### config.mk
export PLATFORM = sky130hd
export DESIGN_NAME = lcc_top
export DESIGN_NICKNAME = d
export VERILOG_FILES = /design/src/pkg/lcc_pkg.sv /design/src/verilog/lcc_sync.sv /design/src/verilog/lcc_top.sv
export SDC_FILE = /design/constraint.sdc
export NUM_CORES = 1
export LEC_CHECK = 0
export BUFFER_PORTS_ARGS = -buffer_cell sky130_fd_sc_hd__buf_2
export CORE_MARGIN = 3
export CORE_UTILIZATION = 30
export DETAILED_ROUTE_END_ITERATION = 7
export PLACE_DENSITY = 0.63
export SLEW_MARGIN = 20
export SYNTH_ARGS = -nofsm -noshare
export SYNTH_HDL_FRONTEND = slang
export SYNTH_SLANG_ARGS = --single-unit
### constraint.sdc
create_clock -name clock -period 4.1 [get_ports clock]
set_input_delay 0.82 -clock clock [delete_from_list [all_inputs] [get_ports clock]]
set_output_delay 0.82 -clock clock [all_outputs]
set_load 0.1 [all_outputs]
### src/pkg/lcc_pkg.sv
// Constants, field layouts and types for the LCD control and contrast mode block
package lcc_pkg;

	// Register addresses on the special function register port
	localparam logic [7:0] ADDR_CONTRAST   = 8'h9C;
	localparam logic [7:0] ADDR_SEG_CTL    = 8'h9D;
	localparam logic [7:0] ADDR_MASTER_CTL = 8'hAB;
	localparam logic [7:0] ADDR_MASTER_CFG = 8'hAC;
	localparam logic [7:0] ADDR_POWER_CTL  = 8'hAD;
	localparam logic [7:0] ADDR_SUPPLY_MON = 8'hAE;
	localparam logic [7:0] ADDR_STATUS     = 8'hAF;

	// Values after reset
	localparam logic [7:0] RST_SEG_CTL    = 8'h00;
	localparam logic [7:0] RST_CONTRAST   = 8'h00;
	localparam logic [7:0] RST_MASTER_CTL = 8'h20;
	localparam logic [7:0] RST_MASTER_CFG = 8'h00;
	localparam logic [7:0] RST_POWER_CTL  = 8'h00;
	localparam logic [7:0] RST_SUPPLY_MON = 8'h00;

	// Field positions and masks
	localparam int         REDUCED_DRIVE_BIT = 2;
	localparam int         BYPASS_CFG_BIT    = 0;
	localparam int         PUMP_EN_BIT       = 3;
	localparam int         MONITOR_EN_BIT    = 7;
	localparam logic [7:0] SEG_CTL_WMASK     = 8'h7F;
	localparam logic [7:0] MASTER_CTL_WMASK  = 8'h7F;
	localparam logic [7:0] CONTRAST_WMASK    = 8'h1F;

	// Segment geometry
	localparam int PIN_COUNT      = 32;
	localparam int PIN_COUNT_HALF = 16;
	localparam int COM_COUNT      = 4;
	localparam int SEG_BITS       = 128;

	// Prescale codes
	localparam logic [1:0] DIV_BY_1 = 2'h0;
	localparam logic [1:0] DIV_BY_2 = 2'h1;
	localparam logic [1:0] DIV_BY_4 = 2'h2;
	localparam logic [1:0] PRESC_LAST = 2'h3;

	// Contrast setpoint scale in millivolts
	localparam logic [11:0] SETPOINT_BASE_MV = 12'h76C;
	localparam logic [6:0]  SETPOINT_STEP_MV = 7'h3C;

	typedef enum logic [1:0]
	{
		MUX_STATIC = 2'b00,
		MUX_TWO    = 2'b01,
		MUX_THREE  = 2'b10,
		MUX_FOUR   = 2'b11
	} lcc_mux_t;

	typedef enum logic [2:0]
	{
		MODE_NONE     = 3'b000,
		MODE_BYPASS   = 3'b001,
		MODE_MINIMUM  = 3'b010,
		MODE_CONSTANT = 3'b011,
		MODE_AUTO     = 3'b100
	} lcc_mode_t;

	typedef struct packed
	{
		logic       reserved;
		logic [1:0] refresh_clock_prescale;
		logic       blank;
		logic       size;
		lcc_mux_t   backplane_count_sel;
		logic       bias;
	} lcc_seg_ctl_t;

	typedef struct packed
	{
		logic bypass;
		logic resistor;
		logic pump;
	} lcc_rail_t;

endpackage

### src/verilog/lcc_sync.sv
// Two flip-flop synchroniser for a level input
`timescale 1ns/10ps
module lcc_sync
(
	// Clock and reset
	input  wire logic clock,
	input  wire logic nrst,
	// Level in and out
	input  wire logic level_in,
	output logic      level_out
);

	logic stage1_reg;

	always_ff @(posedge clock)
	begin
		if (!nrst)
		begin
			stage1_reg <= 1'b0;
			level_out  <= 1'b0;
		end
		else
		begin
			stage1_reg <= level_in;
			level_out  <= stage1_reg;
		end
	end

endmodule

### src/verilog/lcc_top.sv
// LCD segment driver control register and contrast mode selection
`timescale 1ns/10ps
// Operation
// RULE_01 - Control top bit reads zero, writes zero
// RULE_02 - Prescale divides oscillator by one, two, four
// RULE_03 - Blank turns all segments off
// RULE_04 - Size selects sixteen or thirty-two segment pins
// RULE_05 - Backplane field selects static to four-mux
// RULE_06 - Bias bit selects third or half bias
// RULE_07 - Bias ignored in static drive
// RULE_08 - Setpoint steps sixty millivolts from 1.9 V
// RULE_09 - Mode one bypasses, rail follows battery
// RULE_10 - Software pattern selects minimum contrast mode
// RULE_11 - Minimum mode: battery, pump when battery low
// RULE_12 - Software pattern selects constant contrast mode
// RULE_13 - Constant mode: resistor, pump when battery low
// RULE_14 - Software pattern selects auto-bypass mode
// RULE_15 - Auto mode: resistor, bypass when low, no pump
// RULE_16 - Reduced drive may be cleared in modes three, four
// RULE_17 - Setpoint is five-bit code, low to high
// RULE_18 - Master control bit two is reduced drive
// RULE_19 - Battery monitor result synchronised before use
module lcc_top
(
	// Clock and reset
	input  wire logic                 clock,
	input  wire logic                 nrst,
	// Register port
	input  wire logic [7:0]           sfr_addr,
	input  wire logic [7:0]           sfr_wdata,
	input  wire logic                 sfr_wr,
	input  wire logic                 sfr_rd,
	output logic [7:0]                sfr_rdata,
	// Oscillator tick and refresh clock enable
	input  wire logic                 rtc_tick,
	output logic                      refresh_tick,
	// Segment pattern and drive
	input  wire logic [127:0]         segment_pattern_regs,
	output logic [127:0]              seg_drive,
	output logic                      seg_pins_wide,
	output lcc_pkg::lcc_mux_t         backplane_mode,
	output logic                      half_bias,
	// Contrast and supply path
	input  wire logic                 battery_low,
	output logic [4:0]                contrast_code,
	output logic [11:0]               setpoint_mv,
	output lcc_pkg::lcc_mode_t        contrast_mode,
	output lcc_pkg::lcc_rail_t        rail_sel,
	output logic                      reduced_drive_sel,
	output logic                      mode_invalid
);

	lcc_pkg::lcc_seg_ctl_t segment_driver_control;
	logic [7:0]            contrast_setpoint_reg;
	logic [7:0]            master_ctl_reg;
	logic [7:0]            master_cfg_reg;
	logic [7:0]            power_ctl_reg;
	logic [7:0]            supply_monitor_ctl_reg;
	logic [1:0]            presc_cnt_reg;
	logic                  bat_low_sync;
	lcc_pkg::lcc_mode_t    mode_next;
	lcc_pkg::lcc_rail_t    rail_next;
	logic [127:0]          seg_next;
	logic [7:0]            rdata_next;
	logic                  presc_hit;

	lcc_sync u_bat_sync
	(
		.clock     (clock),
		.nrst      (nrst),
		.level_in  (battery_low),
		.level_out (bat_low_sync)
	); // see RULE_19

	// Register writes
	always_ff @(posedge clock)
	begin
		if (!nrst)
		begin
			segment_driver_control <= lcc_pkg::RST_SEG_CTL;
			contrast_setpoint_reg  <= lcc_pkg::RST_CONTRAST;
			master_ctl_reg         <= lcc_pkg::RST_MASTER_CTL;
			master_cfg_reg         <= lcc_pkg::RST_MASTER_CFG;
			power_ctl_reg          <= lcc_pkg::RST_POWER_CTL;
			supply_monitor_ctl_reg <= lcc_pkg::RST_SUPPLY_MON;
		end
		else if (sfr_wr)
		begin
			case (sfr_addr)
				lcc_pkg::ADDR_SEG_CTL:
					segment_driver_control <= sfr_wdata & lcc_pkg::SEG_CTL_WMASK; // see RULE_01
				lcc_pkg::ADDR_CONTRAST:
					contrast_setpoint_reg <= sfr_wdata & lcc_pkg::CONTRAST_WMASK; // see RULE_17
				lcc_pkg::ADDR_MASTER_CTL:
					master_ctl_reg <= sfr_wdata & lcc_pkg::MASTER_CTL_WMASK;
				lcc_pkg::ADDR_MASTER_CFG:
					master_cfg_reg <= sfr_wdata;
				lcc_pkg::ADDR_POWER_CTL:
					power_ctl_reg <= sfr_wdata;
				lcc_pkg::ADDR_SUPPLY_MON:
					supply_monitor_ctl_reg <= sfr_wdata;
				default:
					begin
					end
			endcase
		end
	end

	// Read data mux, unmapped addresses read zero
	always_comb
	begin
		case (sfr_addr)
			lcc_pkg::ADDR_SEG_CTL:    rdata_next = segment_driver_control; // see RULE_01
			lcc_pkg::ADDR_CONTRAST:   rdata_next = contrast_setpoint_reg;
			lcc_pkg::ADDR_MASTER_CTL: rdata_next = master_ctl_reg;
			lcc_pkg::ADDR_MASTER_CFG: rdata_next = master_cfg_reg;
			lcc_pkg::ADDR_POWER_CTL:  rdata_next = power_ctl_reg;
			lcc_pkg::ADDR_SUPPLY_MON: rdata_next = supply_monitor_ctl_reg;
			lcc_pkg::ADDR_STATUS:     rdata_next = {1'b0, bat_low_sync, rail_sel, contrast_mode};
			default:                  rdata_next = 8'h00;
		endcase
	end

	always_ff @(posedge clock)
	begin
		if (!nrst)
			sfr_rdata <= 8'h00;
		else if (sfr_rd)
			sfr_rdata <= rdata_next;
	end

	// Refresh clock prescaler on the oscillator tick
	always_comb
	begin
		case (segment_driver_control.refresh_clock_prescale)
			lcc_pkg::DIV_BY_1: presc_hit = 1'b1; // see RULE_02
			lcc_pkg::DIV_BY_2: presc_hit = presc_cnt_reg[0];
			default:           presc_hit = (presc_cnt_reg == lcc_pkg::PRESC_LAST);
		endcase
	end

	always_ff @(posedge clock)
	begin
		if (!nrst)
		begin
			presc_cnt_reg <= 2'h0;
			refresh_tick  <= 1'b0;
		end
		else
		begin
			if (rtc_tick)
				presc_cnt_reg <= presc_cnt_reg + 2'h1;
			refresh_tick <= rtc_tick & presc_hit; // see RULE_02
		end
	end

	// Segment gating by blank, pin count and backplane count
	always_comb
	begin
		logic [3:0] com_mask;
		com_mask = 4'h0;
		case (segment_driver_control.backplane_count_sel)
			lcc_pkg::MUX_STATIC: com_mask = 4'h1; // see RULE_05
			lcc_pkg::MUX_TWO:    com_mask = 4'h3;
			lcc_pkg::MUX_THREE:  com_mask = 4'h7;
			lcc_pkg::MUX_FOUR:   com_mask = 4'hF;
			default:             com_mask = 4'h0;
		endcase
		seg_next = '0;
		for (int i = 0; i < lcc_pkg::PIN_COUNT; i++)
		begin
			if (!segment_driver_control.blank &&
			    (segment_driver_control.size || i < lcc_pkg::PIN_COUNT_HALF)) // see RULE_03 RULE_04
				seg_next[i*lcc_pkg::COM_COUNT +: lcc_pkg::COM_COUNT] =
					segment_pattern_regs[i*lcc_pkg::COM_COUNT +: lcc_pkg::COM_COUNT] & com_mask;
		end
	end

	always_ff @(posedge clock)
	begin
		if (!nrst)
		begin
			seg_drive      <= '0;
			seg_pins_wide  <= 1'b0;
			backplane_mode <= lcc_pkg::MUX_STATIC;
			half_bias      <= 1'b0;
		end
		else
		begin
			seg_drive      <= seg_next;
			seg_pins_wide  <= segment_driver_control.size; // see RULE_04
			backplane_mode <= segment_driver_control.backplane_count_sel; // see RULE_05
			half_bias      <= segment_driver_control.bias && // see RULE_06 RULE_07
			                  segment_driver_control.backplane_count_sel != lcc_pkg::MUX_STATIC;
		end
	end

	// Contrast mode decode from the four selection bits
	always_comb
	begin
		logic rd;
		logic byp;
		logic pmp;
		logic mon;
		rd  = master_ctl_reg[lcc_pkg::REDUCED_DRIVE_BIT]; // see RULE_18
		byp = master_cfg_reg[lcc_pkg::BYPASS_CFG_BIT];
		pmp = power_ctl_reg[lcc_pkg::PUMP_EN_BIT];
		mon = supply_monitor_ctl_reg[lcc_pkg::MONITOR_EN_BIT];
		mode_next = lcc_pkg::MODE_NONE;
		if (!rd && byp && !pmp && !mon)
			mode_next = lcc_pkg::MODE_BYPASS; // see RULE_09
		else if (!rd && byp && pmp && mon)
			mode_next = lcc_pkg::MODE_MINIMUM; // see RULE_10
		else if (!byp && pmp && mon)
			mode_next = lcc_pkg::MODE_CONSTANT; // see RULE_12 RULE_16
		else if (!byp && !pmp && mon)
			mode_next = lcc_pkg::MODE_AUTO; // see RULE_14 RULE_16
		rail_next = '0;
		case (mode_next)
			lcc_pkg::MODE_BYPASS:   rail_next.bypass = 1'b1; // see RULE_09
			lcc_pkg::MODE_MINIMUM:
				begin
					rail_next.bypass = !bat_low_sync; // see RULE_11
					rail_next.pump   = bat_low_sync;
				end
			lcc_pkg::MODE_CONSTANT:
				begin
					rail_next.resistor = !bat_low_sync; // see RULE_13
					rail_next.pump     = bat_low_sync;
				end
			lcc_pkg::MODE_AUTO:
				begin
					rail_next.resistor = !bat_low_sync; // see RULE_15
					rail_next.bypass   = bat_low_sync;
				end
			default: rail_next = '0;
		endcase
	end

	always_ff @(posedge clock)
	begin
		if (!nrst)
		begin
			contrast_mode     <= lcc_pkg::MODE_NONE;
			rail_sel          <= '0;
			reduced_drive_sel <= 1'b0;
			mode_invalid      <= 1'b0;
			contrast_code     <= 5'h00;
			setpoint_mv       <= lcc_pkg::SETPOINT_BASE_MV;
		end
		else
		begin
			contrast_mode     <= mode_next;
			rail_sel          <= rail_next;
			reduced_drive_sel <= master_ctl_reg[lcc_pkg::REDUCED_DRIVE_BIT]; // see RULE_18
			mode_invalid      <= (mode_next == lcc_pkg::MODE_NONE);
			contrast_code     <= contrast_setpoint_reg[4:0]; // see RULE_17
			setpoint_mv       <= lcc_pkg::SETPOINT_BASE_MV +
			                     12'(contrast_setpoint_reg[4:0] * lcc_pkg::SETPOINT_STEP_MV); // see RULE_08
		end
	end
endmodule

======== Word level (Yosys, flattened, before mapping) ========
Index checks and enable logic that the tools add are counted.
storage, ports and cells
  register bits after elaboration ......... 213
  logic and storage cells ................. 122
cells by class
  equality and inequality tests ........... 16
  add/subtract/negate cells ............... 2
  bitwise gates (word level) .............. 34
  multiplexer cells ....................... 8
  reductions and logical operators ........ 33
  multiply operators ...................... 1
operators by type and width
  cell                                                                 count
  4-bit AND                                                            32
  8-bit == test (second input constant)                                7
  8-bit one-hot mux with 7 select lines                                1
  2-bit AND reduction                                                  9
  4-bit one-hot mux with 4 select lines                                1
  11-bit by 11-bit adder with 12-bit output (first input constant)     1
  3-bit two-way mux                                                    4
  1-bit logical AND                                                    11
  5-bit by 4-bit multiplier with 9-bit output (second input constant)  1
  2-bit == test (second input constant)                                3
  3-bit by 2-bit == test with 1-bit output (second input constant)     2
  1-bit logical NOT                                                    6
  2-bit OR reduction                                                   3
  2-bit by 1-bit == test with 1-bit output (second input constant)     2
  2-bit logical NOT                                                    2
  3-bit by 1-bit == test with 1-bit output (second input constant)     1
  3-bit == test (second input constant)                                1
  3-bit logical NOT                                                    1
  1-bit one-hot mux with 3 select lines                                1
  2-bit by 1-bit adder with 2-bit output (second input constant)       1
  1-bit one-hot mux with 2 select lines                                1
  2-bit nonzero test                                                   1
  1-bit AND                                                            1
  1-bit inverter                                                       1

======== Depth between registers and ports, before layout ========
  depth after elaboration ................. 10
  depth in mapped cells ................... 10
  gate-level depth less buffers ........... 10

======== By module ========
From an unflattened synthesis, not the netlist that was laid out.
second synthesis, totals
  cell total of the unflattened synthesis .. 711
  area, all modules ....................... 7,364.6 um^2
modules (own cells, without submodules)
  module    instances  area each (um^2)  cells each
  lcc_top   1          7,312.0           707
  lcc_sync  1          52.6              4

======== Worst setup path after synthesis ========
Ideal clock, no wire load.
  path type ............................... register -> register
  start point ............................. register contrast_setpoint_reg[3]
  end point ............................... register setpoint_mv[9]
  path slack .............................. 978 ps
  period minus slack after synthesis ...... 3,122 ps
  cell stages (with the launch flop) ...... 11
  arrival ................................. 2,994 ps
  path buffers ............................ 0
  cells stage by stage .................... dfxtp_1 -> inv_1 -> fa_1 -> fa_1 -> inv_1 -> ha_1 -> o21ai_1 -> or4b_2 -> o311ai_1 -> nor3_1 -> nand3b_1
between the ends
  cells in the longest elaborated chain, start to end .. 2
RTL lines
  what                                         RTL line        source
  start: declaration                           lcc_top.sv:54   logic [7:0] contrast_setpoint_reg;
  start signal: assignment                     lcc_top.sv:81   contrast_setpoint_reg <= lcc_pkg::RST_CONTRAST;
  start signal: assignment                     lcc_top.sv:93   contrast_setpoint_reg <= sfr_wdata & lcc_pkg::CONTRAST_WMASK;
  5-bit by 4-bit multiplier with 9-bit output  lcc_top.sv:259  12'(contrast_setpoint_reg[4:0] * lcc_pkg::SETPOINT_STEP_MV);
  11-bit by 11-bit adder with 12-bit output    lcc_top.sv:258  setpoint_mv <= lcc_pkg::SETPOINT_BASE_MV +
  end signal: assignment                       lcc_top.sv:249  setpoint_mv <= lcc_pkg::SETPOINT_BASE_MV;
  end signal: assignment                       lcc_top.sv:258
  end: declaration                             lcc_top.sv:46   output logic [11:0] setpoint_mv,
Every way passes these cells.
A chain may end at the register's enable or synchronous reset.

======== Worst setup path after layout ========
Same ends and word-level chain as after synthesis.

==> flow_metrics.py <==
metrics = {
    "timing": {
        "hold_violations": 0,
        "fin_crit_sh": 0.819,
        "fin_crit_ns": 3.36,
        "slew_violations": 0,
        "fin_worst_skew_ns": 0.00763,
        "tightest_slew_ns": 0.943,
        "slew_headroom": 0.369,
        "setup_viol": 0,
        "max_clock_freq_mhz": 298,
        "rsz0062_at_grt": "no",
        "finalSetupTns_ns": 0,
    },
    "cells_and_area": {
        "syn2layout_area_growth_pct": 35.4,
        "regArea_sq_um": 4230,
        "nFillCells": 2358,
        "nNetsFinal": 1181,
        "top_register": "seg_drive",
        "stdcell_count": 1340,
        "diodes": 0,
        "reg_top3": "seg_drive: 128 flops, setpoint_mv: 10 flops",
        "multiInputGateArea_sq_um": 2940,
        "drive_above_1_share": 0.359,
        "largest_reg_flops": 128,
    },
    "logic_synthesis": {
        "synth_edf_count": 0,
        "synth_ff_type": "dfxtp_1",
        "yosys-top-cells-area": "dfxtp_1, and2_1, mux2i_1",
        "ys_seq_elements": 211,
        "synth_cell_types": 52,
        "netlist_area_sq_um": 7390,
        "avgSynthCellArea_sq_um": 10.6,
        "yosys_warnings": 0,
        "seq_area_frac_synth": 0.571,
        "synth_largest_area_cell": "dfxtp_1",
        "synth_top_area_share": 0.571,
        "syn_inst": 699,
        "ys_async_sr_fraction": 0,
    },
    "drt": {
        "drt-wirelength-per-cell_um": 16.8,
        "num_vias": 6091,
        "dr.pass1.iters": 5,
        "antenna_left": 0,
        "viasPerCell": 4.55,
        "drc": 0,
        "drt_iter0_drc": 361,
        "routed_wl_mm": 22.6,
    },
    "global_routing": {
        "grt_pass1_vias": 6007,
        "grt_usage": 0.158,
        "grt-ovfl-total": 0,
        "grt_pass1_wl_mm": 33.5,
        "grt_max_degree": 62,
        "antenna_found_initial": 0,
    },
    "placement": {
        "dp.cells": 1303,
        "port_buffers": 313,
        "place.gp.congestion": 0.786,
        "hpwl_mm": 16.9,
    },
    "clock_network": {
        "cts_tree": "built",
        "cts_setup_buffers": 0,
        "clkTransAtPathRegs_ns": 0.06,
        "clkSinkCount": 211,
        "cts_hold_buffers": 0,
        "clk_latency_ns": 0.50,
        "numCtsBuffers": 23,
        "root_buffer": "clkbuf_16",
        "h-tree-depth": 1,
        "cts_resized": 0,
        "cts_buffer_depth": 3,
    },
    "power": {
        "power_density_nw_per_um2": 439,
        "ir_drop_uv": 229,
        "p_leak_uw": 0.00502,
    },
    "worst_setup_path": {
        "worst_r2r_path_depth": 10,
        "reg2reg_to": "setpoint_mv[9]$_SDFF_PN1_",
        "rrSetupSlack_ns": 0.74,
        "crit_path_start_kind": "flip-flop",
        "crit_type": "reg -> reg",
        "reg2reg_from": "contrast_setpoint_reg[3]$_SDFFE_PN0P_",
        "cp-end-kind": "flip-flop",
        "cp_max_fo": 7,
        "arrival_ns": 3.73,
        "crit_required_ns": 4.47,
    },
    "flow_run": {
        "maxCapViolations": 0,
    },
    "floorplanning": {
        "rows": 56,
        "die_h_um": 163,
        "dieWidth_um": 163,
        "start_util": 0.310,
        "core-area_sq_um": 23800,
        "pin_count": 316,
        "die_area_sq_um": 26600,
    },
    "outcome": {
        "status": "finished, final reports clean",
    },
    "hold_path": {
        "hold_start": "u_bat_sync.stage1_reg$_SDFF_PN0_",
        "min_path_cells": 1,
        "hp-class": "reg -> reg",
        "hold_end": "u_bat_sync.level_out$_SDFF_PN0_",
    },
}
==> cells by family (layout without fill, tap and decap cells) <==
family,count (synthesis),in the layout,synth area share
xor+xnor,6,6,0.00711
flops,211,211,0.571
compound gates,79,79,0.0733
buf+inv,56,377,0.0320
other cells,1,2,0.000507
mux,41,41,0.0564
simple gates,283,283,0.215
fa+ha+maj,22,22,0.0443
==> layout by cell type, fill, tap and decap left out, types with 2 or more instances in the layout <==
master | synthesis | final
fa_1 | 7 | 7
conb_1 | 1 | 2
nor2b_1 | 9 | 9
buf_2 | 7 | 313
clkbuf_16 | 0 | 23
o21ai_0 | 18 | 18
nand4_2 | 2 | 2
a22o_1 | 5 | 5
nand2b_1 | 4 | 4
dfxtp_1 | 211 | 210
a222oi_1 | 3 | 3
buf_4 | 4 | 5
mux2_2 | 5 | 5
ha_1 | 15 | 15
a211oi_1 | 5 | 5
clkbuf_8 | 0 | 5
and2b_1 | 2 | 2
a32o_1 | 2 | 2
inv_1 | 21 | 21
nor2_1 | 62 | 61
nor3_1 | 6 | 6
nor3b_1 | 3 | 3
mux2i_1 | 36 | 36
a21oi_1 | 17 | 17
nand3b_1 | 3 | 3
o2bb2ai_1 | 7 | 7
clkbuf_1 | 19 | 4
and3_1 | 51 | 51
nand2_1 | 32 | 32
a22oi_1 | 10 | 10
a21o_1 | 2 | 2
xor2_1 | 5 | 5
bufinv_16 | 0 | 3
a311oi_1 | 2 | 2
and2_1 | 90 | 90
nand3_1 | 12 | 12
==> critical path, cell delays in order, from the launching register on <==
cell	delay (ns)
dfxtp_1	0.51
inv_1	0.17
fa_1	0.48
fa_1	0.51
inv_1	0.04
ha_1	0.34
o21ai_1	0.10
or4b_2	0.61
o311ai_1	0.16
nor3_1	0.14
nand3b_1	0.18
==> cell usage after synthesis, drive strengths merged, types with 4 or more instances <==
library cell,n
nand2b,4
nor2,62
o2bb2ai,7
nor2b,9
a22o,5
and2,90
ha,15
nand2,32
and3,51
a21oi,17
nand4,4
inv,21
nand3,12
a211oi,5
mux2,5
fa,7
o21ai,19
buf,13
xor2,5
a22oi,10
clkbuf,21
dfxtp,211
mux2i,36
nor3,7
==> layout make-up <==
type / count / share of cell area
sequential: 211 / 0.422
inverter: 22 / 0.00825
timing repair buffer: 318 / 0.160
multi-input combinational: 433 / 0.293
tap: 319 / 0.0399
clock buffer: 32 / 0.0659
clock inverter: 5 / 0.0104
==> how the worst max path moves through the flow <==
stage                                                      from                        end  slack [ns]  cells after the start
after floorplan           contrast_setpoint_reg[3]$_SDFFE_PN0P_  setpoint_mv[9]$_SDFF_PN1_        0.98                     10
after global placement    contrast_setpoint_reg[3]$_SDFFE_PN0P_  setpoint_mv[9]$_SDFF_PN1_        0.82                     10
after detailed placement  contrast_setpoint_reg[3]$_SDFFE_PN0P_  setpoint_mv[9]$_SDFF_PN1_        0.76                     10
after CTS                 contrast_setpoint_reg[3]$_SDFFE_PN0P_  setpoint_mv[9]$_SDFF_PN1_        0.72                     10
after global routing      contrast_setpoint_reg[3]$_SDFFE_PN0P_  setpoint_mv[9]$_SDFF_PN1_        0.50                     10
final                     contrast_setpoint_reg[3]$_SDFFE_PN0P_  setpoint_mv[9]$_SDFF_PN1_        0.74                     10
==> power breakdown <==
part	switching (uW)	internal (uW)	total, uW
clock	792	1300	2090
sequential	4.80	2060	2070
combinational	161	75.5	237
total	958	3440	4400
==> stage by stage <==
step	power, uW	instance area [sq um]	utilization	worst slack, ns	hold slack (ns)
6_report	4400	10000	0.420	0.743	0.435
5_1_grt	4550	10000	0.420	0.498	0.461
4_1_cts	4470	10000	0.420	0.717	0.435
3_5_place_dp	2350	9250	0.388	0.757	0.420
3_3_place_gp	2350	9250	0.388	0.818	0.415
2_1_floorplan	2250	7400	-	0.978	0.412
==> layer usage <==
layer	wire length (um)	share of wire	up-vias	GRT usage
met1	9330	0.41	2850	0.194
li1	-	-	2970	-
met4	597	0.026	0	0.0523
met2	11100	0.49	224	0.275
met3	1530	0.068	47	0.0351
met5	0	0	-	0
(Power assumes the default switching activity.)
